===== config.mk =====
export PLATFORM = sky130hd
export DESIGN_NAME = ltssm_debug_core
export DESIGN_NICKNAME = d
export VERILOG_FILES = /design/src/hw/ltssm_pkg.sv /design/src/hw/ltssm_debug_core.sv /design/src/hw/os_engine.sv
export VERILOG_INCLUDE_DIRS = /design/src /design/src/hw
export SDC_FILE = /design/constraint.sdc
export NUM_CORES = 1
export LEC_CHECK = 0
export BUFFER_PORTS_ARGS = -buffer_cell sky130_fd_sc_hd__buf_2
export CAP_MARGIN = 30
export CORE_MARGIN = 1.5
export CORE_UTILIZATION = 55
export DETAILED_ROUTE_END_ITERATION = 8
export MAX_ROUTING_LAYER = met4
export PLACE_DENSITY = 0.79
export SLEW_MARGIN = 20
export SYNTH_ARGS = -nofsm -noshare
export SYNTH_HDL_FRONTEND = slang
export SYNTH_SLANG_ARGS = --single-unit

===== constraint.sdc =====
create_clock -name mclk -period 5.3 [get_ports mclk]
set_input_delay 0.53 -clock mclk [delete_from_list [all_inputs] [get_ports mclk]]
set_output_delay 0.53 -clock mclk [all_outputs]
set_load 0.005 [all_outputs]

===== src/hw/ltssm_cfg.svh =====
// constants for the link training state reporter: state codes, ordered-set
// symbols and training timeouts; assumes a 125 MHz core clock.
`ifndef LTSSM_CFG_SVH
`define LTSSM_CFG_SVH

// ----------------------------------------------------------------
// reported state codes
// ----------------------------------------------------------------
`define CODE_DETECT_QUIET  5'h00
`define CODE_DETECT_ACTIVE 5'h01
`define CODE_POLL_ACTIVE   5'h02
`define CODE_POLL_COMPL    5'h03
`define CODE_POLL_CONFIG   5'h04
`define CODE_L0            5'h0f
`define CODE_RECOVERY      5'h0d

// ----------------------------------------------------------------
// symbols
// ----------------------------------------------------------------
`define SYM_COM      8'hbc
`define SYM_PAD      8'hf7
`define SYM_STP      8'hfb
`define SYM_SDP      8'h5c
`define SYM_END      8'hfd
`define SYM_EDB      8'hfe
`define SYM_SKP      8'h1c
`define SYM_NFTS     8'hff
`define SYM_RATE     8'h02
`define SYM_TCTL     8'h00
`define SYM_TS1_ID   8'h4a
`define SYM_TS2_ID   8'h45
`define SYM_CPAT_1   8'hb5
`define SYM_CPAT_3   8'h4a
`define SYM_IDLE     8'h00
`define TS_ID_FIRST  4'h6
`define TS_LAST      4'hf
`define TS_NEEDED    4'h8

// ----------------------------------------------------------------
// timing
// ----------------------------------------------------------------
`define CLK_MHZ        125
`define QUIET_US       12000
`define POLL_US        24000
`define CONFIG_US      48000
`define RECOV_US       24000
`define QUIET_CYC      (`QUIET_US * `CLK_MHZ)
`define POLL_CYC       (`POLL_US * `CLK_MHZ)
`define CONFIG_CYC     (`CONFIG_US * `CLK_MHZ)
`define RECOV_CYC      (`RECOV_US * `CLK_MHZ)
`define SIM_SHIFT      10
`define TEST_SPEEDUP   1
`define TEST_FORCE_CMP 6

`endif


===== src/hw/ltssm_pkg.sv =====
// types shared by the training state reporter and its symbol engine;
// relies on the constants header for every state code.
`include "ltssm_cfg.svh"
package ltssm_pkg;

    typedef enum logic [4:0] {
        ST_DETECT_QUIET  = `CODE_DETECT_QUIET,
        ST_DETECT_ACTIVE = `CODE_DETECT_ACTIVE,
        ST_POLL_ACTIVE   = `CODE_POLL_ACTIVE,
        ST_POLL_COMPL    = `CODE_POLL_COMPL,
        ST_POLL_CONFIG   = `CODE_POLL_CONFIG,
        ST_L0            = `CODE_L0,
        ST_RECOVERY      = `CODE_RECOVERY
    } ltssm_state_t;

    typedef enum logic [2:0] {
        OS_IDLE  = 3'h0,
        OS_TS1   = 3'h1,
        OS_TS2   = 3'h2,
        OS_TS12  = 3'h3,
        OS_COMPL = 3'h4
    } os_kind_t;

    typedef struct packed {
        logic [7:0]   tx_word;
        logic         tx_k;
        logic [7:0]   rx_word;
        logic         rx_k;
        logic         rx_elec_idle;
        logic         tx_detect_rx;
        logic         tx_elec_idle;
        ltssm_state_t state;
    } pipe_probe_t;

endpackage


===== src/hw/ltssm_debug_core.sv =====
// link training state machine with debug visibility: state code output,
// lane 0 training sets, forced compliance, framing-error recovery and a
// registered probe of the pipe signals. assumes the phy runs on mclk and
// that test_ctrl arrives from pins.
`timescale 1ns/10ps
`include "ltssm_cfg.svh"

// Notes on behaviour
// - detect 0/1, polling active 2, config 4
// - polling compliance reported as code 3
// - ts1 in active; ts1 and ts2 in config
// - bit 6 plus polling timeout forces compliance
// - framing error in l0 moves machine into recovery
// - pipe lane 0 signals exposed on probe
// - five-bit state code follows current state
// - machine stays in l0 with link up until a framing error
module ltssm_debug_core
    import ltssm_pkg::*;
#(
    parameter int unsigned QUIET_CYCLES  = `QUIET_CYC,
    parameter int unsigned POLL_CYCLES   = `POLL_CYC,
    parameter int unsigned CONFIG_CYCLES = `CONFIG_CYC,
    parameter int unsigned RECOV_CYCLES  = `RECOV_CYC
)
(
    input  wire logic       mclk,
    input  wire logic       rst_n,
    input  wire logic [7:0] test_ctrl,
    input  wire logic       receiver_present,
    input  wire logic       rx_elec_idle,
    input  wire logic [7:0] lane0_receive_word,
    input  wire logic       lane0_receive_k,
    output logic [4:0]      training_state,
    output logic            link_up,
    output logic [7:0]      lane0_transmit_word,
    output logic            lane0_transmit_k,
    output logic            tx_detect_rx,
    output logic            tx_elec_idle,
    output pipe_probe_t     probe
);

    ltssm_state_t state_r, state_nxt;
    logic [23:0]  tmo_r, tmo_nxt;
    logic [3:0]   cnt_r, cnt_nxt;
    logic [7:0]   test_meta_r, test_s_r;
    os_kind_t     tx_kind;
    logic         link_up_r, link_up_nxt;
    logic         det_r, det_nxt, eidle_r, eidle_nxt;
    pipe_probe_t  probe_r, probe_nxt;
    logic         rx_ts1, rx_ts2, frame_err;
    logic         expired;
    logic [7:0]   tx_word;
    logic         tx_k;

    // timeout for a state, shortened when the speed-up bit is set
    function automatic logic [23:0] limit(input ltssm_state_t st,
                                          input logic fast);
        logic [23:0] l;
        unique case (st)
            ST_DETECT_QUIET: l = QUIET_CYCLES[23:0];
            ST_POLL_ACTIVE:  l = POLL_CYCLES[23:0];
            ST_POLL_CONFIG:  l = CONFIG_CYCLES[23:0];
            ST_RECOVERY:     l = RECOV_CYCLES[23:0];
            default:         l = 24'hffffff;
        endcase
        limit = fast ? (l >> `SIM_SHIFT) : l;
    endfunction

    // ----------------------------------------------------------------
    // test control synchroniser
    // ----------------------------------------------------------------
    // static straps, but they come from pins so they get two flops
    always_ff @(posedge mclk or negedge rst_n)
    begin
        if (!rst_n)
        begin
            test_meta_r <= 8'h00;
            test_s_r    <= 8'h00;
        end
        else
        begin
            test_meta_r <= test_ctrl;
            test_s_r    <= test_meta_r;
        end
    end

    os_engine u_os (
        .mclk        (mclk),
        .rst_n       (rst_n),
        .tx_kind     (tx_kind),
        .rx_word     (lane0_receive_word),
        .rx_k        (lane0_receive_k),
        .tx_word_r   (tx_word),
        .tx_k_r      (tx_k),
        .rx_ts1_r    (rx_ts1),
        .rx_ts2_r    (rx_ts2),
        .frame_err_r (frame_err)
    );

    assign expired = tmo_r >= limit(state_r, test_s_r[`TEST_SPEEDUP]);

    // ----------------------------------------------------------------
    // training state machine
    // ----------------------------------------------------------------
    // other bits of test_ctrl are ignored, so a stray one does no harm
    always_comb
    begin
        state_nxt = state_r;
        tx_kind   = OS_IDLE;
        cnt_nxt   = cnt_r;
        unique case (state_r)
            ST_DETECT_QUIET:
                if (expired || !rx_elec_idle)
                    state_nxt = ST_DETECT_ACTIVE;
            ST_DETECT_ACTIVE:
                state_nxt = receiver_present ? ST_POLL_ACTIVE
                                             : ST_DETECT_QUIET;
            ST_POLL_ACTIVE:
            begin
                tx_kind = OS_TS1;
                if (rx_ts1 || rx_ts2)
                    cnt_nxt = cnt_r + 4'h1;
                if (cnt_r >= `TS_NEEDED)
                    state_nxt = ST_POLL_CONFIG;
                else if (expired)
                    state_nxt = test_s_r[`TEST_FORCE_CMP] ? ST_POLL_COMPL
                                                          : ST_DETECT_QUIET;
            end
            ST_POLL_COMPL:
            begin
                tx_kind = OS_COMPL;
                if (!test_s_r[`TEST_FORCE_CMP])
                    state_nxt = ST_DETECT_QUIET;
            end
            ST_POLL_CONFIG:
            begin
                tx_kind = OS_TS12;
                if (rx_ts2)
                    cnt_nxt = cnt_r + 4'h1;
                if (cnt_r >= `TS_NEEDED)
                    state_nxt = ST_L0;
                else if (expired)
                    state_nxt = ST_DETECT_QUIET;
            end
            ST_L0:  // only a framing error leaves l0
                if (frame_err)
                    state_nxt = ST_RECOVERY;
            ST_RECOVERY:
            begin
                tx_kind = OS_TS1;
                if (rx_ts1 || rx_ts2)
                    cnt_nxt = cnt_r + 4'h1;
                if (cnt_r >= `TS_NEEDED)
                    state_nxt = ST_L0;
                else if (expired)
                    state_nxt = ST_DETECT_QUIET;
            end
            default: state_nxt = ST_DETECT_QUIET;
        endcase
        // timer and set counter restart on every state change
        if (state_nxt != state_r)
        begin
            cnt_nxt = 4'h0;
            tmo_nxt = 24'h000000;
        end
        else
            tmo_nxt = (tmo_r == 24'hffffff) ? tmo_r : tmo_r + 24'h000001;
        link_up_nxt = state_nxt == ST_L0;
        det_nxt     = state_nxt == ST_DETECT_ACTIVE;
        eidle_nxt   = state_nxt == ST_DETECT_QUIET ||
                      state_nxt == ST_DETECT_ACTIVE;
    end

    // ----------------------------------------------------------------
    // probe capture
    // ----------------------------------------------------------------
    // one cycle late against the pipe, which keeps the probe timing-clean
    always_comb
    begin
        probe_nxt.tx_word      = tx_word;
        probe_nxt.tx_k         = tx_k;
        probe_nxt.rx_word      = lane0_receive_word;
        probe_nxt.rx_k         = lane0_receive_k;
        probe_nxt.rx_elec_idle = rx_elec_idle;
        probe_nxt.tx_detect_rx = det_r;
        probe_nxt.tx_elec_idle = eidle_r;
        probe_nxt.state        = state_r;
    end

    always_ff @(posedge mclk or negedge rst_n)
    begin
        if (!rst_n)
        begin
            state_r   <= ST_DETECT_QUIET;
            tmo_r     <= 24'h000000;
            cnt_r     <= 4'h0;
            link_up_r <= 1'b0;
            det_r     <= 1'b0;
            eidle_r   <= 1'b1;
            probe_r   <= '0;
        end
        else
        begin
            state_r   <= state_nxt;
            tmo_r     <= tmo_nxt;
            cnt_r     <= cnt_nxt;
            link_up_r <= link_up_nxt;
            det_r     <= det_nxt;
            eidle_r   <= eidle_nxt;
            probe_r   <= probe_nxt;
        end
    end

    assign training_state      = state_r;
    assign link_up             = link_up_r;
    assign lane0_transmit_word = tx_word;
    assign lane0_transmit_k    = tx_k;
    assign tx_detect_rx        = det_r;
    assign tx_elec_idle        = eidle_r;
    assign probe               = probe_r;
endmodule


===== src/hw/os_engine.sv =====
// lane 0 symbol engine: sends training ordered sets or compliance
// pattern, decodes received training sets and flags framing errors.
// assumes one symbol per mclk in both directions on the same clock.
`timescale 1ns/10ps
`include "ltssm_cfg.svh"
module os_engine
    import ltssm_pkg::*;
(
    input  wire logic       mclk,
    input  wire logic       rst_n,
    input  wire os_kind_t   tx_kind,
    input  wire logic [7:0] rx_word,
    input  wire logic       rx_k,
    output logic [7:0]      tx_word_r,
    output logic            tx_k_r,
    output logic            rx_ts1_r,
    output logic            rx_ts2_r,
    output logic            frame_err_r
);

    logic [3:0] tx_idx_r, tx_idx_nxt;
    os_kind_t   cur_r, cur_nxt;
    logic       alt_r, alt_nxt;
    logic [7:0] tx_word_nxt;
    logic       tx_k_nxt;
    logic [3:0] rx_idx_r, rx_idx_nxt;
    logic       in_os_r, in_os_nxt;
    logic       ok1_r, ok1_nxt, ok2_r, ok2_nxt;
    logic       rx_ts1_nxt, rx_ts2_nxt, frame_err_nxt;

    // k symbols that may legally appear on an up link
    function automatic logic k_legal(input logic [7:0] w);
        k_legal = (w == `SYM_COM) || (w == `SYM_STP) || (w == `SYM_SDP) ||
                  (w == `SYM_END) || (w == `SYM_EDB) || (w == `SYM_SKP) ||
                  (w == `SYM_PAD);
    endfunction

    // ----------------------------------------------------------------
    // transmit side
    // ----------------------------------------------------------------
    // kind is latched only at a set boundary so no set is ever cut short
    always_comb
    begin
        tx_idx_nxt  = tx_idx_r + 4'h1;
        cur_nxt     = cur_r;
        alt_nxt     = alt_r;
        tx_k_nxt    = 1'b0;
        tx_word_nxt = `SYM_IDLE;
        if (tx_idx_r == 4'h0)
        begin
            cur_nxt = tx_kind;
            alt_nxt = ~alt_r;
        end
        unique case (cur_nxt)
            OS_TS1, OS_TS2, OS_TS12:
            begin
                // comma and two pads are the only k symbols of a set
                tx_k_nxt = tx_idx_r < 4'h3;
                unique case (tx_idx_r)
                    4'h0:       tx_word_nxt = `SYM_COM;
                    4'h1, 4'h2: tx_word_nxt = `SYM_PAD;
                    4'h3:       tx_word_nxt = `SYM_NFTS;
                    4'h4:       tx_word_nxt = `SYM_RATE;
                    4'h5:       tx_word_nxt = `SYM_TCTL;
                    default:    // ts2 every other set while configuring
                        tx_word_nxt = (cur_nxt == OS_TS2 ||
                                       (cur_nxt == OS_TS12 && alt_nxt))
                                      ? `SYM_TS2_ID : `SYM_TS1_ID;
                endcase
            end
            OS_COMPL:
            begin
                tx_k_nxt = ~tx_idx_r[0];  // comma on every even symbol
                unique case (tx_idx_r[1:0])
                    2'h0, 2'h2: tx_word_nxt = `SYM_COM;
                    2'h1:       tx_word_nxt = `SYM_CPAT_1;
                    2'h3:       tx_word_nxt = `SYM_CPAT_3;
                endcase
            end
            default: tx_word_nxt = `SYM_IDLE;
        endcase
    end

    // ----------------------------------------------------------------
    // receive side
    // ----------------------------------------------------------------
    // checks only the identifier symbols; earlier fields vary by partner
    always_comb
    begin
        rx_idx_nxt    = rx_idx_r;
        in_os_nxt     = in_os_r;
        ok1_nxt       = ok1_r;
        ok2_nxt       = ok2_r;
        rx_ts1_nxt    = 1'b0;
        rx_ts2_nxt    = 1'b0;
        frame_err_nxt = rx_k && !k_legal(rx_word);
        if (rx_k && rx_word == `SYM_COM)
        begin
            in_os_nxt  = 1'b1;
            rx_idx_nxt = 4'h1;
            ok1_nxt    = 1'b1;
            ok2_nxt    = 1'b1;
        end
        else if (in_os_r)
        begin
            if (rx_idx_r >= `TS_ID_FIRST)
            begin
                ok1_nxt = ok1_r && !rx_k && rx_word == `SYM_TS1_ID;
                ok2_nxt = ok2_r && !rx_k && rx_word == `SYM_TS2_ID;
            end
            rx_idx_nxt = rx_idx_r + 4'h1;
            if (rx_idx_r == `TS_LAST)
            begin
                in_os_nxt  = 1'b0;
                rx_ts1_nxt = ok1_nxt;
                rx_ts2_nxt = ok2_nxt;
            end
        end
    end

    always_ff @(posedge mclk or negedge rst_n)
    begin
        if (!rst_n)
        begin
            tx_idx_r    <= 4'h0;
            cur_r       <= OS_IDLE;
            alt_r       <= 1'b0;
            tx_word_r   <= 8'h00;
            tx_k_r      <= 1'b0;
            rx_idx_r    <= 4'h0;
            in_os_r     <= 1'b0;
            ok1_r       <= 1'b0;
            ok2_r       <= 1'b0;
            rx_ts1_r    <= 1'b0;
            rx_ts2_r    <= 1'b0;
            frame_err_r <= 1'b0;
        end
        else
        begin
            tx_idx_r    <= tx_idx_nxt;
            cur_r       <= cur_nxt;
            alt_r       <= alt_nxt;
            tx_word_r   <= tx_word_nxt;
            tx_k_r      <= tx_k_nxt;
            rx_idx_r    <= rx_idx_nxt;
            in_os_r     <= in_os_nxt;
            ok1_r       <= ok1_nxt;
            ok2_r       <= ok2_nxt;
            rx_ts1_r    <= rx_ts1_nxt;
            rx_ts2_r    <= rx_ts2_nxt;
            frame_err_r <= frame_err_nxt;
        end
    end
endmodule


======== Word-level counts from Yosys, hierarchy flattened ========
Index checks and enable logic that the tools add are counted.
storage, ports and cells
  bits in writable memories ............... 0
  ROM bits ................................ 0
  word-level logic and storage cells ...... 148
  memories ................................ 0
  output and inout port bits .............. 43
  flip-flop bits (word level) ............. 103
  bits in latches ......................... 0
cells by class
  multipliers ............................. 0
  reductions and logical operators ........ 32
  $add $sub $neg .......................... 4
  multiplexer cells ....................... 43
  bitwise logic cells ..................... 2
  divide/modulo/power cells ............... 0
  order comparisons ....................... 4
  equal/unequal tests ..................... 35
  shifts and indexed selects .............. 0
operator list
  kind                                                 count
  two-way mux 24 bit                                   3
  one-hot mux 24 bit (3 select lines)                  1
  equality test 8 bit, second input constant           5
  one-hot mux 8 bit (5 select lines)                   1
  two-way mux 5 bit                                    7
  one-hot mux 5 bit (6 select lines)                   1
  adder 24 x 1 -> 24 bit, second input constant        1
  equality test 24 bit, second input constant          1
  equality test 8 x 7 -> 1 bit, second input constant  3
  greater-or-equal comparator 24 bit                   1
  two-way mux 4 bit                                    6
  one-hot mux 8 bit (3 select lines)                   1
  two-way mux 1 bit                                    16
  one-hot mux 8 bit (2 select lines)                   1
  equality test 5 x 4 -> 1 bit, second input constant  3
  adder 4 x 1 -> 4 bit, second input constant          3
  equality test 5 x 1 -> 1 bit, second input constant  2
  equality test 5 x 2 -> 1 bit, second input constant  2
  logical NOT 5 bit                                    2
  logical OR 1 bit                                     10
  one-hot mux 3 bit (3 select lines)                   1
  equality test 4 x 2 -> 1 bit, second input constant  2
  equality test 4 x 3 -> 1 bit, second input constant  2
  equality test 8 x 5 -> 1 bit, second input constant  1
  29 further kinds                                     44

======== Depth between registers and ports, before layout ========
Gate-level depths: netlist of the first run.
  depth after elaboration ................. 11
  gate-level depth with buffers ........... 19
  depth with buffers taken out ............ 15

======== Modules after synthesis ========
From an unflattened synthesis of the first run, not the netlist that was laid out.
unflattened totals
  cell total of the unflattened synthesis .. 478
  area, all modules ....................... 5088.6 µm²
by module, submodules not included
  module            times used  area each (µm²)  cells each  seq. area each (µm²)
  ltssm_debug_core  1           3674.8           347         1652.8
  os_engine         1           1413.9           131         625.6

======== Least setup slack after synthesis of the first run ========
OpenSTA, ideal clock, no wires.
  path type ............................... register to register
  start ................................... register state_r[1], in the netlist training_state[1]
  end ..................................... register tmo_r[2]
  period minus slack after synthesis ...... 3.970 ns
  slack ................................... 1.330 ns
  stages on the path, launching flop included .. 20
  library setup time ...................... 0.088 ns
  buffers on the path ..................... 4
  arrival time ............................ 3.883 ns
  cell sequence ........................... dfrtp_1 buf_2 nor2_1 nand2_1 or2_2 clkbuf_1 nand2_1 or2_2 a21boi_0 ha_1 nand4_1 nor2_1 a211o_1 o21ai_2 or4b_1 o311a_2 or3_1 buf_6 buf_12 a211oi_2
between the ends
  word-level cells in the longest chain between the ends .. 10
ends and longest elaborated chain
  element                                                                       RTL line                                                                   text
  from (decl)                                                                   ltssm_debug_core.sv:42                                                     ltssm_state_t state_r, state_nxt;
  from (signal assigned)                                                        ltssm_debug_core.sv:204                                                    state_r <= state_nxt;
  equality test 5 x 4 -> 1 bit or equality test 5 x 2 -> 1 bit (tied branches)  ltssm_debug_core.sv:59, ltssm_debug_core.sv:111
  OR reduction 2 bit (no source line)                                           n/a
  one-hot mux 24 bit (3 select lines)                                           ltssm_debug_core.sv:59                                                     unique case (st)
  two-way mux 24 bit                                                            ltssm_debug_core.sv:66                                                     limit = fast ? (l >> `SIM_SHIFT) : l;
  greater-or-equal comparator 24 bit                                            ltssm_debug_core.sv:100                                                    assign expired = tmo_r >= limit(state_r, test_s_r[`TEST_SPEEDUP]);
  two-way mux 5 bit (tied with other cells)                                     ltssm_debug_core.sv:142, ltssm_debug_core.sv:155
  two-way mux 5 bit (on tied branches)                                          ltssm_debug_core.sv:140, ltssm_debug_core.sv:113, ltssm_debug_core.sv:123
  one-hot mux 5 bit (6 select lines)                                            ltssm_debug_core.sv:111                                                    unique case (state_r)
  inequality test 5 bit (*)                                                     ltssm_debug_core.sv:161                                                    if (state_nxt != state_r)
  inequality test 2 bit (no source line) or two-way mux 24 bit (tied branches)  n/a
  to (signal assigned)                                                          ltssm_debug_core.sv:205                                                    tmo_r <= tmo_nxt;
  to (decl)                                                                     ltssm_debug_core.sv:43                                                     logic [23:0] tmo_r, tmo_nxt;
Mark *: on every way between the ends. The rest lies on a longest branch, timed or not.
A chain may end at the register's enable or synchronous reset.

======== Final worst setup path of the first run ========
  start ................................... register state_r[2], in the netlist training_state[2]
  end ..................................... register tmo_r[20]
The elaborated chain is that of the path after synthesis.

==> results.yml, run 1 <==
clock_network:
  cts_setup_buffers: 0
  cts_resized: 0
  cts_sinks: 89
  cts_buffer_depth: 2
  hold_buffers: 0
  cts_tree: "built"
  clk_pin_slew_worst_paths_ps: 90
  cts-root-buf: "clkbuf_8"
  cts_max_level: 3
  cts_buffers: 9
  clk_latency_ps: 360
synthesis:
  yosys.area.top_type_share_pct: 44.4
  synth_compound_area_share_pct: 17.0
  synth_area_leaders: "dfrtp_1, ha_1, a211oi_2"
  async_reset_ff_share_pct: 100
  synth_cell_types: 60
  synthAdderAreaFrac_pct: 8.57
  synth_edf_count: 0
  muxShareOfSynthArea_pct: 0.806
  syn_area_per_cell_um2: 10.3
  ys_seq_elements: 89
  synth_fp_nets: 537
  synth_top_cell_by_area: "dfrtp_1"
  yosys_warnings: 0
  syn_area_um2: 4960
  synth_cells: 482
  ys.flop_type: "dfrtp_1"
  synth-simple-area-share_pct: 18.1
  synth_top_family_by_area: "simple AND/OR/NAND/NOR gates"
  synth-seq-area-share_pct: 44.9
  synth-xor-area-share_pct: 5.97
routing:
  first_pass_iters: 4
  viasPerCell: 5.90
  ant_nets: 0
  route.detailed.drc: 0
  wl_per_cell_um: 16.2
  vias: 3805
  drt_wl_total_mm: 10.5
  drtIter0Drc: 171
floorplan:
  io_pins: 64
  die_h_um: 98.0
  fp.coreArea_um2: 8720
  start_util_pct: 56.9
  die_area_um2: 9610
  die_w_um: 98.0
  row_count: 34
placement:
  post-place-cells: 628
  gp_congestion: 0.877
  portBuffers: 57
  dp_hpwl_mm: 7.49
worst_setup_path:
  crit_required_ps: 5570
  timing.rr.start: "training_state[2]"
  startpoint: "training_state[2]"
  arrival_ps: 4830
  cp_max_fo: 28
  path_buf_inv: 1
  cp.depth: 15
  setup.worst_path.end_class: "flop"
  worstRegToRegCells: 15
  cp_cell_sequence: "nor2_1 -> nand3b_1 -> a21o_1 -> nand2_1 -> or2_2 -> a21boi_0 -> ha_1 -> nand4_1 -> nor3_1 -> o21ai_2 -> nor2b_1 -> o311a_2 -> or3_1 -> buf_4 -> a221oi_2"
  critical_path.slowest_cell: "dfrtp_1"
  critical_path_class: "flop to flop"
  cp_slowest_stage_delay_ps: 630
  crit_family: "simple AND/OR/NAND/NOR gates"
  cp-start-kind: "flop"
global_route:
  antenna_found_initial: 0
  grt_usage_pct: 23.8
  grt_overflow_total: 0
  grt_pass1_wl_mm: 18.0
  grt_pass1_vias: 3801
  grt_max_degree: 57
timing:
  drv_slew: 0
  rsz0062_at_grt: "false"
  clock_skew_ps: 14.7
  max_clock_freq_mhz: 219
  worst_pin_slew_ps: 728
  fin_setup_tns_ps: 0
  relSlewSlack_pct: 50.8
  hold_viol_final: 0
  post-route-min-period_ps: 4560
  finalCritPeriodShare_pct: 86.0
  finalSetupViolCount: 0
final_layout:
  nets: 587
  final_cells: 645
  diodes: 0
  drive_above_1_share_pct: 22.0
  area_growth_pct: 10.9
pwr:
  irDropWorstVdd_mv: 0.236
  p_leak_nw: 2.56
  total_power_mw: 1.44
  power_density_nw_per_um2: 262
run_status:
  status: "complete, no violations"
job:
  max_cap_violations: 0
hold_path:
  hp-class: "primary input to asynchronous set/reset pin"
state kept, by name, indices dropped and copies added, names as in the netlist:
name,cells
u_os.tx_word_r,6
u_os.alt_r,1
u_os.tx_k_r,1
u_os.tx_idx_r,4
test_s_r,2
tx_elec_idle,1
test_meta_r,2
tx_detect_rx,1
probe,24
u_os.ok1_r,1
u_os.in_os_r,1
u_os.cur_r,3
u_os.rx_ts2_r,1
u_os.rx_ts1_r,1
cnt_r,4
training_state,5
u_os.rx_idx_r,4
tmo_r,24
link_up,1
u_os.frame_err_r,1
u_os.ok2_r,1
stage by stage:
stage / utilization [%] / hold WS [ps] / setup WS, ps / cell area (µm²)
final: 63.1 / 112 / 740 / 5510
after global routing: 63.1 / 123 / 403 / 5510
after CTS: 63.1 / 112 / 817 / 5500
after detailed placement: 60.5 / 336 / 855 / 5280
after global placement: 60.2 / 336 / 924 / 5250
after floorplan: - / 234 / 1330 / 4960
cells by family (layout without fill, tap and decap cells):
logic type	count (synthesis)	count (layout)
adder cells (fa/ha/maj)	34	34
AO/OA/AOI/OAI	109	109
buffers and inverters	42	97
other	1	1
flip-flops	89	89
multiplexers	4	4
XOR/XNOR	33	33
AND/OR/NAND/NOR	170	170
per-layer routing:
metal	wire, µm	global-route usage (%)
met1	4650	30.0
met2	5270	38.7
met3	399	5.01
met4	148	7.36
met5	0	-
power breakdown:
group / switching (mW) / leakage, nW / internal, mW
logic: 0.122 / 1.28 / 0.0769
registers: 0.0328 / 1.18 / 0.709
clock network: 0.249 / 0.113 / 0.252
total: 0.403 / 2.56 / 1.04
synthesized netlist by cell type (all sizes together), types with 6 or more instances:
cell and n:
ha 34, and3 6, o21ai 18, buf 14
nand3b 7, o22ai 7, a211oi 32, xnor2 23
nand4 12, xor2 10, clkbuf 9, nand3 13
inv 19, nand2b 6, nor3 9, nand2 39
a21oi 24, nor2 45, or2 6, dfrtp 88
layout by cell type (no fill, tap or decap), drive strengths merged, types with 2 or more instances in the layout:
cell and instances:
dfrtp 88, buf 61, nor2 45, nand2 39, ha 34, a211oi 32, a21oi 24, xnor2 23
inv 23, o21ai 18, nand3 13, nand4 12, clkbuf 12, xor2 10, nor3 9, nand3b 7
o22ai 7, or2 6, nand2b 6, and3 6, a21o 5, nor2b 5, nor4 5, mux2i 4
or3 4, and4 4, o21a 3, nor4bb 3, nor4b 3, a22o 2, a22oi 2, a21boi 2
o21bai 2, o211ai 2
layout make-up:
cell class              count  area [µm²]
flip-flops and latches     89        2230
inverters                  19        71.3
multi-input cells         351        2510
clock buffers              11         151
repair buffers             62         345
clock inverters             5        67.6
well taps                 108         135
fillers                   706        3210
worst paths after layout:
kind	slack, ps	to
max	740	tmo_r[20]
min	110	probe[2]
max reg2reg	740	tmo_r[20]
min reg2reg	360	test_s_r[6]
max in group asynchronous	4570	test_s_r[1]
min in group mclk	270	test_meta_r[6]
No activity file was read; power rests on OpenSTA's default activity.
==> run 2: changes to the inputs <==
--- a/config.mk
+++ b/config.mk
@@ -6,13 +6,14 @@
 export SDC_FILE = /design/constraint.sdc
 export NUM_CORES = 1
 export LEC_CHECK = 0
+export ABC_AREA = 1
 export BUFFER_PORTS_ARGS = -buffer_cell sky130_fd_sc_hd__buf_2
 export CAP_MARGIN = 30
 export CORE_MARGIN = 1.5
-export CORE_UTILIZATION = 55
+export CORE_UTILIZATION = 56
 export DETAILED_ROUTE_END_ITERATION = 8
 export MAX_ROUTING_LAYER = met4
-export PLACE_DENSITY = 0.79
+export PLACE_DENSITY = 0.81
 export SLEW_MARGIN = 20
 export SYNTH_ARGS = -nofsm -noshare
 export SYNTH_HDL_FRONTEND = slang
==> run 2 against run 1 <==
Compared with the run above: synthesized area decreased by 0.73%; sequential power hardly changed; cell area is 0.45% higher; critical endpoint is now tmo_r[23]; die area is 2.4% lower; critical path type unchanged; largest power group unchanged; critical path depth rose by 8; flip-flop and latch count unchanged.
==> results.yml, run 2 <==
pwr:
  p_sw_uw: 423
  p_sw_share_pct: 28.4
  internal_power_mw: 1.06
  power_density_nw_per_um2: 269
  p_leak_nw: 2.95
  seq_power_share_pct: 49.8
  pwr-share-clk_pct: 36.4
  irDropWorstVdd_mv: 0.205
  combPwrFrac_pct: 13.8
worst_setup_path:
  cp_slowest_stage_delay_ps: 630
  crit_top_cell: "nand2_1"
  crit_required_ps: 5580
  critical_path.slowest_cell: "dfrtp_1"
  arrival_ps: 4150
  cp_cell_sequence: "nor2_2 -> nand4_2 -> inv_2 -> nor2_2 -> inv_2 -> nor2_1 -> nand2_1 -> o21a_1 -> ha_1 -> nand2_1 -> nor2_1 -> nand2_1 -> nand2_1 -> nor2_1 -> nand2_1 -> nand2_2 -> nand3_1 -> nand2_1 -> a21oi_1 -> nand2_1 -> nand2_2 -> nand3_4 -> nor3_1"
  cp_max_fo: 28
  r2r_setup_slack_ps: 1430
  cp-start-kind: "flop"
  critical_path_class: "flop to flop"
  setup.worst_path.end_class: "flop"
synthesis:
  synth_edf_count: 0
  ys_seq_elements: 89
  syn_area_per_cell_um2: 8.80
  synth_cells: 560
  yosys.area.top_type_share_pct: 44.7
  synth-seq-area-share_pct: 45.2
  synth_cell_types: 44
  synth_fp_nets: 615
  yosys_warnings: 0
  ys.flop_type: "dfrtp_1"
  async_reset_ff_share_pct: 100
  synth_area_leaders: "dfrtp_1, nand2_1, ha_1"
  netlist_top_cells_count: "nand2_1, dfrtp_1, inv_1"
  synthMostInstantiatedCell: "nand2_1"
  synth_top_cell_by_area: "dfrtp_1"
  syn_area_um2: 4930
hold_path:
  hp-class: "primary input to asynchronous set/reset pin"
placement:
  gp_congestion: 0.926
  portBuffers: 57
  place_ws_ps: 1480
  dp_hpwl_mm: 7.33
  post-place-cells: 717
  placed_area_um2: 5300
routing:
  wl_per_cell_um: 13.7
  first_pass_iters: 5
  viasPerCell: 5.40
  route.detailed.drc: 0
  ant_nets: 0
  drtIter0Drc: 270
  vias: 3956
  drt_wl_total_mm: 10.1
clock_network:
  cts_setup_buffers: 0
  cts_buffer_depth: 2
  cts_buffers: 9
  clk_pin_slew_worst_paths_ps: 100
  cts_resized: 0
  cts_max_level: 3
  cts-root-buf: "clkbuf_8"
  cts_tree: "built"
  cts_sinks: 89
  hold_buffers: 0
  clk_latency_ps: 380
final_layout:
  mostFrequentLayoutCells: "nand2_1, dfrtp_1, inv_1"
  diodes: 0
  area_growth_pct: 12.2
  nets: 675
  layout_commonest_cell: "nand2_1"
  fin_area_um2: 5530
  drive_above_1_share_pct: 22.1
  final_cells: 733
floorplan:
  die_w_um: 96.8
  die_area_um2: 9370
  start_util_pct: 57.1
  die_h_um: 96.8
  row_count: 34
  io_pins: 64
  fp.coreArea_um2: 8640
global_route:
  grt_pass1_wl_mm: 17.7
  grt_max_degree: 57
  grt_usage_pct: 24.2
  antenna_found_initial: 0
  grt_pass1_vias: 3973
  grt_overflow_total: 0
timing:
  post-route-min-period_ps: 3870
  fin_setup_tns_ps: 0
  drv_slew: 0
  finalCritPeriodShare_pct: 73.0
  hold_viol_final: 0
  max_clock_freq_mhz: 258
  worst_hold_slack_ps: 98.2
  worst_slack_ps: 1430
  rsz0062_at_grt: "false"
  clock_skew_ps: 11.9
  finalSetupViolCount: 0
run_status:
  status: "complete, no violations"
job:
  max_cap_violations: 0
run 2: power by group through the flow:
stage               Sequential, mW  Clock, mW  Combinational, mW
finish                       0.741      0.542              0.205
global route                 0.745      0.590              0.236
floorplan                    0.748          0              0.146
global placement             0.751          0              0.193
CTS                          0.741      0.559              0.207
detailed placement           0.754          0              0.205
run 2: metal layers:
layer | part of all wire (%) | routed length [µm] | global-route usage (%) | vias up
met1 | 42 | 4220 | 27.6 | 1853
met4 | 2.7 | 277 | 11.1 | 0
li1 | - | - | - | 1937
met3 | 5.3 | 531 | 4.84 | 30
met2 | 50 | 5050 | 41.1 | 136
met5 | 0 | 0 | - | -
run 2: path summary, 6_finish.rpt:
kind,startpoint,to,cells after the start
max,training_state[1],tmo_r[23],23
min reg2reg,test_meta_r[6],test_s_r[6],0
min in group mclk,test_ctrl[6],test_meta_r[6],1
max reg2reg,training_state[1],tmo_r[23],23
min,rst_n,tmo_r[11],1
max in group asynchronous,rst_n,tx_elec_idle,2
run 2: cell type report:
type,count,area (µm²)
clock inverter,6,97.6
fill,685,3100
multi-input combinational,385,2330
inverter,77,289
clock buffer,10,138
tap,108,135
timing repair buffer,58,315
sequential,89,2230
run 2: metrics by stage:
step                util [%]  total power [mW]
finish                  64.1              1.49
global route            64.1              1.57
CTS                     64.1              1.51
detailed placement      61.3             0.959
global placement        61.0             0.945
floorplan                  -             0.894
run 2: worst max-delay path: cells and delay by family, from the launching register on:
kind                       cells  cell delay [ps]
and+or+nand+nor               18             2310
DFF                            1              630
AOI/OAI and AO/OA              2              370
adders and majority gates      1              270
buffers and inverters          2              170
run 2: logic make-up after synthesis:
family / share of synthesized area (%)
compound gates: 6.30
xor+xnor: 4.09
fa+ha+maj: 8.63
buf+inv: 7.54
flops: 45.2
mux: 0.203
other cells: 0.0761
simple gates: 28.0
==> run 3: changes to the inputs <==
--- a/config.mk
+++ b/config.mk
@@ -10,10 +10,10 @@
 export BUFFER_PORTS_ARGS = -buffer_cell sky130_fd_sc_hd__buf_2
 export CAP_MARGIN = 30
 export CORE_MARGIN = 1.5
-export CORE_UTILIZATION = 56
+export CORE_UTILIZATION = 53
 export DETAILED_ROUTE_END_ITERATION = 8
 export MAX_ROUTING_LAYER = met4
-export PLACE_DENSITY = 0.81
+export PLACE_DENSITY = 0.8
 export SLEW_MARGIN = 20
 export SYNTH_ARGS = -nofsm -noshare
 export SYNTH_HDL_FRONTEND = slang
==> constraint.sdc (replaced) <==
create_clock -name mclk -period 3.27 [get_ports mclk]
set_input_delay 0.327 -clock mclk [delete_from_list [all_inputs] [get_ports mclk]]
set_output_delay 0.327 -clock mclk [all_outputs]
set_load 0.005 [all_outputs]
==> run 3 against run 2 <==
Compared with the run above: the flow now finishes with violations (negative setup slack); power up 63%; routed wire length grew 19%; non-clock buffer count is 28 higher; flip-flop and latch count is the same; clock power rose by 30%; final cell count increased by 4.6%; worst setup slack got worse by 1600 ps; cell area rose by 10%; critical path type unchanged; largest cell class unchanged; highest routed layer unchanged.
==> results.yml, run 3 (same netlist as run 2, synthesis figures left out) <==
run_status:
  status: "complete, but fails checks"
  violations: "negative setup slack"
floorplan:
  start_util_pct: 54.1
  fp.coreArea_um2: 9110
  die_area_um2: 9890
  die_w_um: 99.4
  row_count: 35
  io_pins: 64
  die_h_um: 99.4
worst_setup_path:
  cp_cell_sequence: "clkinv_1 -> nand2_1 -> o21ai_0 -> inv_1 -> ha_1 -> nand2_1 -> nand2_1 -> nand2_1 -> nand2_1 -> nand2_1 -> nand2_2 -> a21oi_4 -> nand2_2 -> nand2_2 -> nand2_4 -> nand2_2 -> nand2_2 -> nand2_2 -> nand2_2 -> nand3_4 -> clkbuf_16 -> nor3_4"
  setup.worst_path.end_class: "flop"
  cp_max_fo: 10
  crit_top_cell: "nand2_2"
  cp_slowest_stage_delay_ps: 570
  timing.rr.start: "test_s_r[1]"
  r2r-end: "tmo_r[1]"
  crit_required_ps: 3510
  critical_path.slowest_cell: "dfrtp_1"
  cp-start-kind: "flop"
  arrival_ps: 3730
  critical_path_class: "flop to flop"
  r2r_setup_slack_ps: -210
  worstRegToRegCells: 22
global_route:
  antenna_found_initial: 0
  grt_overflow_total: 0
  grt_pass1_wl_mm: 18.0
  grt_max_degree: 53
  grt_pass1_vias: 3973
  grt_usage_pct: 23.4
routing:
  viasPerCell: 5.58
  route.detailed.drc: 0
  wl_per_cell_um: 15.6
  drt_wl_total_mm: 12.0
  vias: 4280
  ant_nets: 0
  first_pass_iters: 6
  drtIter0Drc: 304
timing:
  fin_setup_tns_ps: -5470
  finalSetupViolCount: 28
  rsz0062_at_grt: "true"
  finalCritPeriodShare_pct: 107
  worst_slack_ps: -214
  max_clock_freq_mhz: 287
  drv_slew: 0
  worst_hold_slack_ps: 64.7
  hold_viol_final: 0
  post-route-min-period_ps: 3480
  clock_skew_ps: 12.8
final_layout:
  nets: 706
  fin_util_pct: 67.0
  area_growth_pct: 23.9
  layout_commonest_cell: "nand2_1"
  mostFrequentLayoutCells: "nand2_1, dfrtp_1, inv_1"
  diodes: 0
  drive_above_1_share_pct: 30.9
  final_cells: 767
pwr:
  pwr-share-clk_pct: 29.1
  combPwrFrac_pct: 21.4
  irDropWorstVdd_mv: 0.309
  seq_power_share_pct: 49.6
  p_leak_nw: 3.17
  total_power_mw: 2.42
  internal_power_mw: 1.64
  p_sw_share_pct: 32.2
  p_sw_uw: 780
  power_density_nw_per_um2: 397
hold_path:
  min_to: "test_meta_r[6]"
  hold_depth: 1
  min-delay-start: "test_ctrl[6]"
  hp-class: "primary input to flop"
placement:
  post-place-cells: 737
  dp_hpwl_mm: 7.42
  gp_congestion: 0.912
  portBuffers: 57
clock_network:
  cts_buffer_depth: 2
  cts_tree: "built"
  clk_latency_ps: 370
  cts_sinks: 89
  clk_pin_slew_worst_paths_ps: 100
  cts_max_level: 3
  cts_buffers: 9
  cts-root-buf: "clkbuf_8"
job:
  max_cap_violations: 0
## run 3: power by group through the flow
stage               logic (mW)  clock network [mW]  registers, mW
finish                   0.517               0.705           1.20
global route             0.569               0.770           1.21
CTS                      0.399               0.717           1.20
detailed placement       0.377                   0           1.22
global placement         0.360                   0           1.21
floorplan                0.237                   0           1.21
## run 3: per-stage QoR
| stage | cell area [µm²] | worst slack, ps |
|---|---|---|
| after floorplan | 4930 | 302 |
| after global placement | 5430 | 73.5 |
| after detailed placement | 5450 | -87.6 |
| after CTS | 5710 | 1.98 |
| after global routing | 6110 | -412 |
| final | 6110 | -214 |
## run 3: how the worst max path moves through the flow
stage                            from  slack (ps)  depth (start not counted)         to
floorplan           training_state[4]         300                         27   tmo_r[3]
global placement    training_state[1]          70                         23   tmo_r[1]
detailed placement  training_state[4]         -90                         25   tmo_r[2]
CTS                 training_state[0]           2                         25  tmo_r[15]
global route        training_state[0]        -410                         22  tmo_r[23]
finish                    test_s_r[1]        -210                         22   tmo_r[1]
## run 3: final cells by class
type,instances,area (µm²)
multi-input combinational,388,2640
clock buffer,10,128
inverter,77,294
tap,111,139
timing repair buffer,86,621
fill,665,3000
clock inverter,6,50.0
sequential,89,2230
## run 3: critical path, delay by kind of cell (launching register included)
kind | cells | cell delay (ps)
flops | 1 | 570
buf+inv | 3 | 700
fa+ha+maj | 1 | 240
compound gates | 2 | 370
simple gates | 16 | 1460
## run 3: repair_timing
item,in CTS,in global routing
hold endpoints to repair,37,0
gates cloned,1,4
gates resized for setup,6,59
setup buffers,2,6
setup endpoints to repair,28,28
pin swaps,2,16
hold buffers,1,0
## run 3: metal layers
metal	GRT usage, %	wire (µm)	vias to the layer above
met2	37.6	5940	182
li1	-	-	2004
met3	4.78	701	46
met1	28.8	4960	2048
met4	10.1	371	0
met5	-	0	-
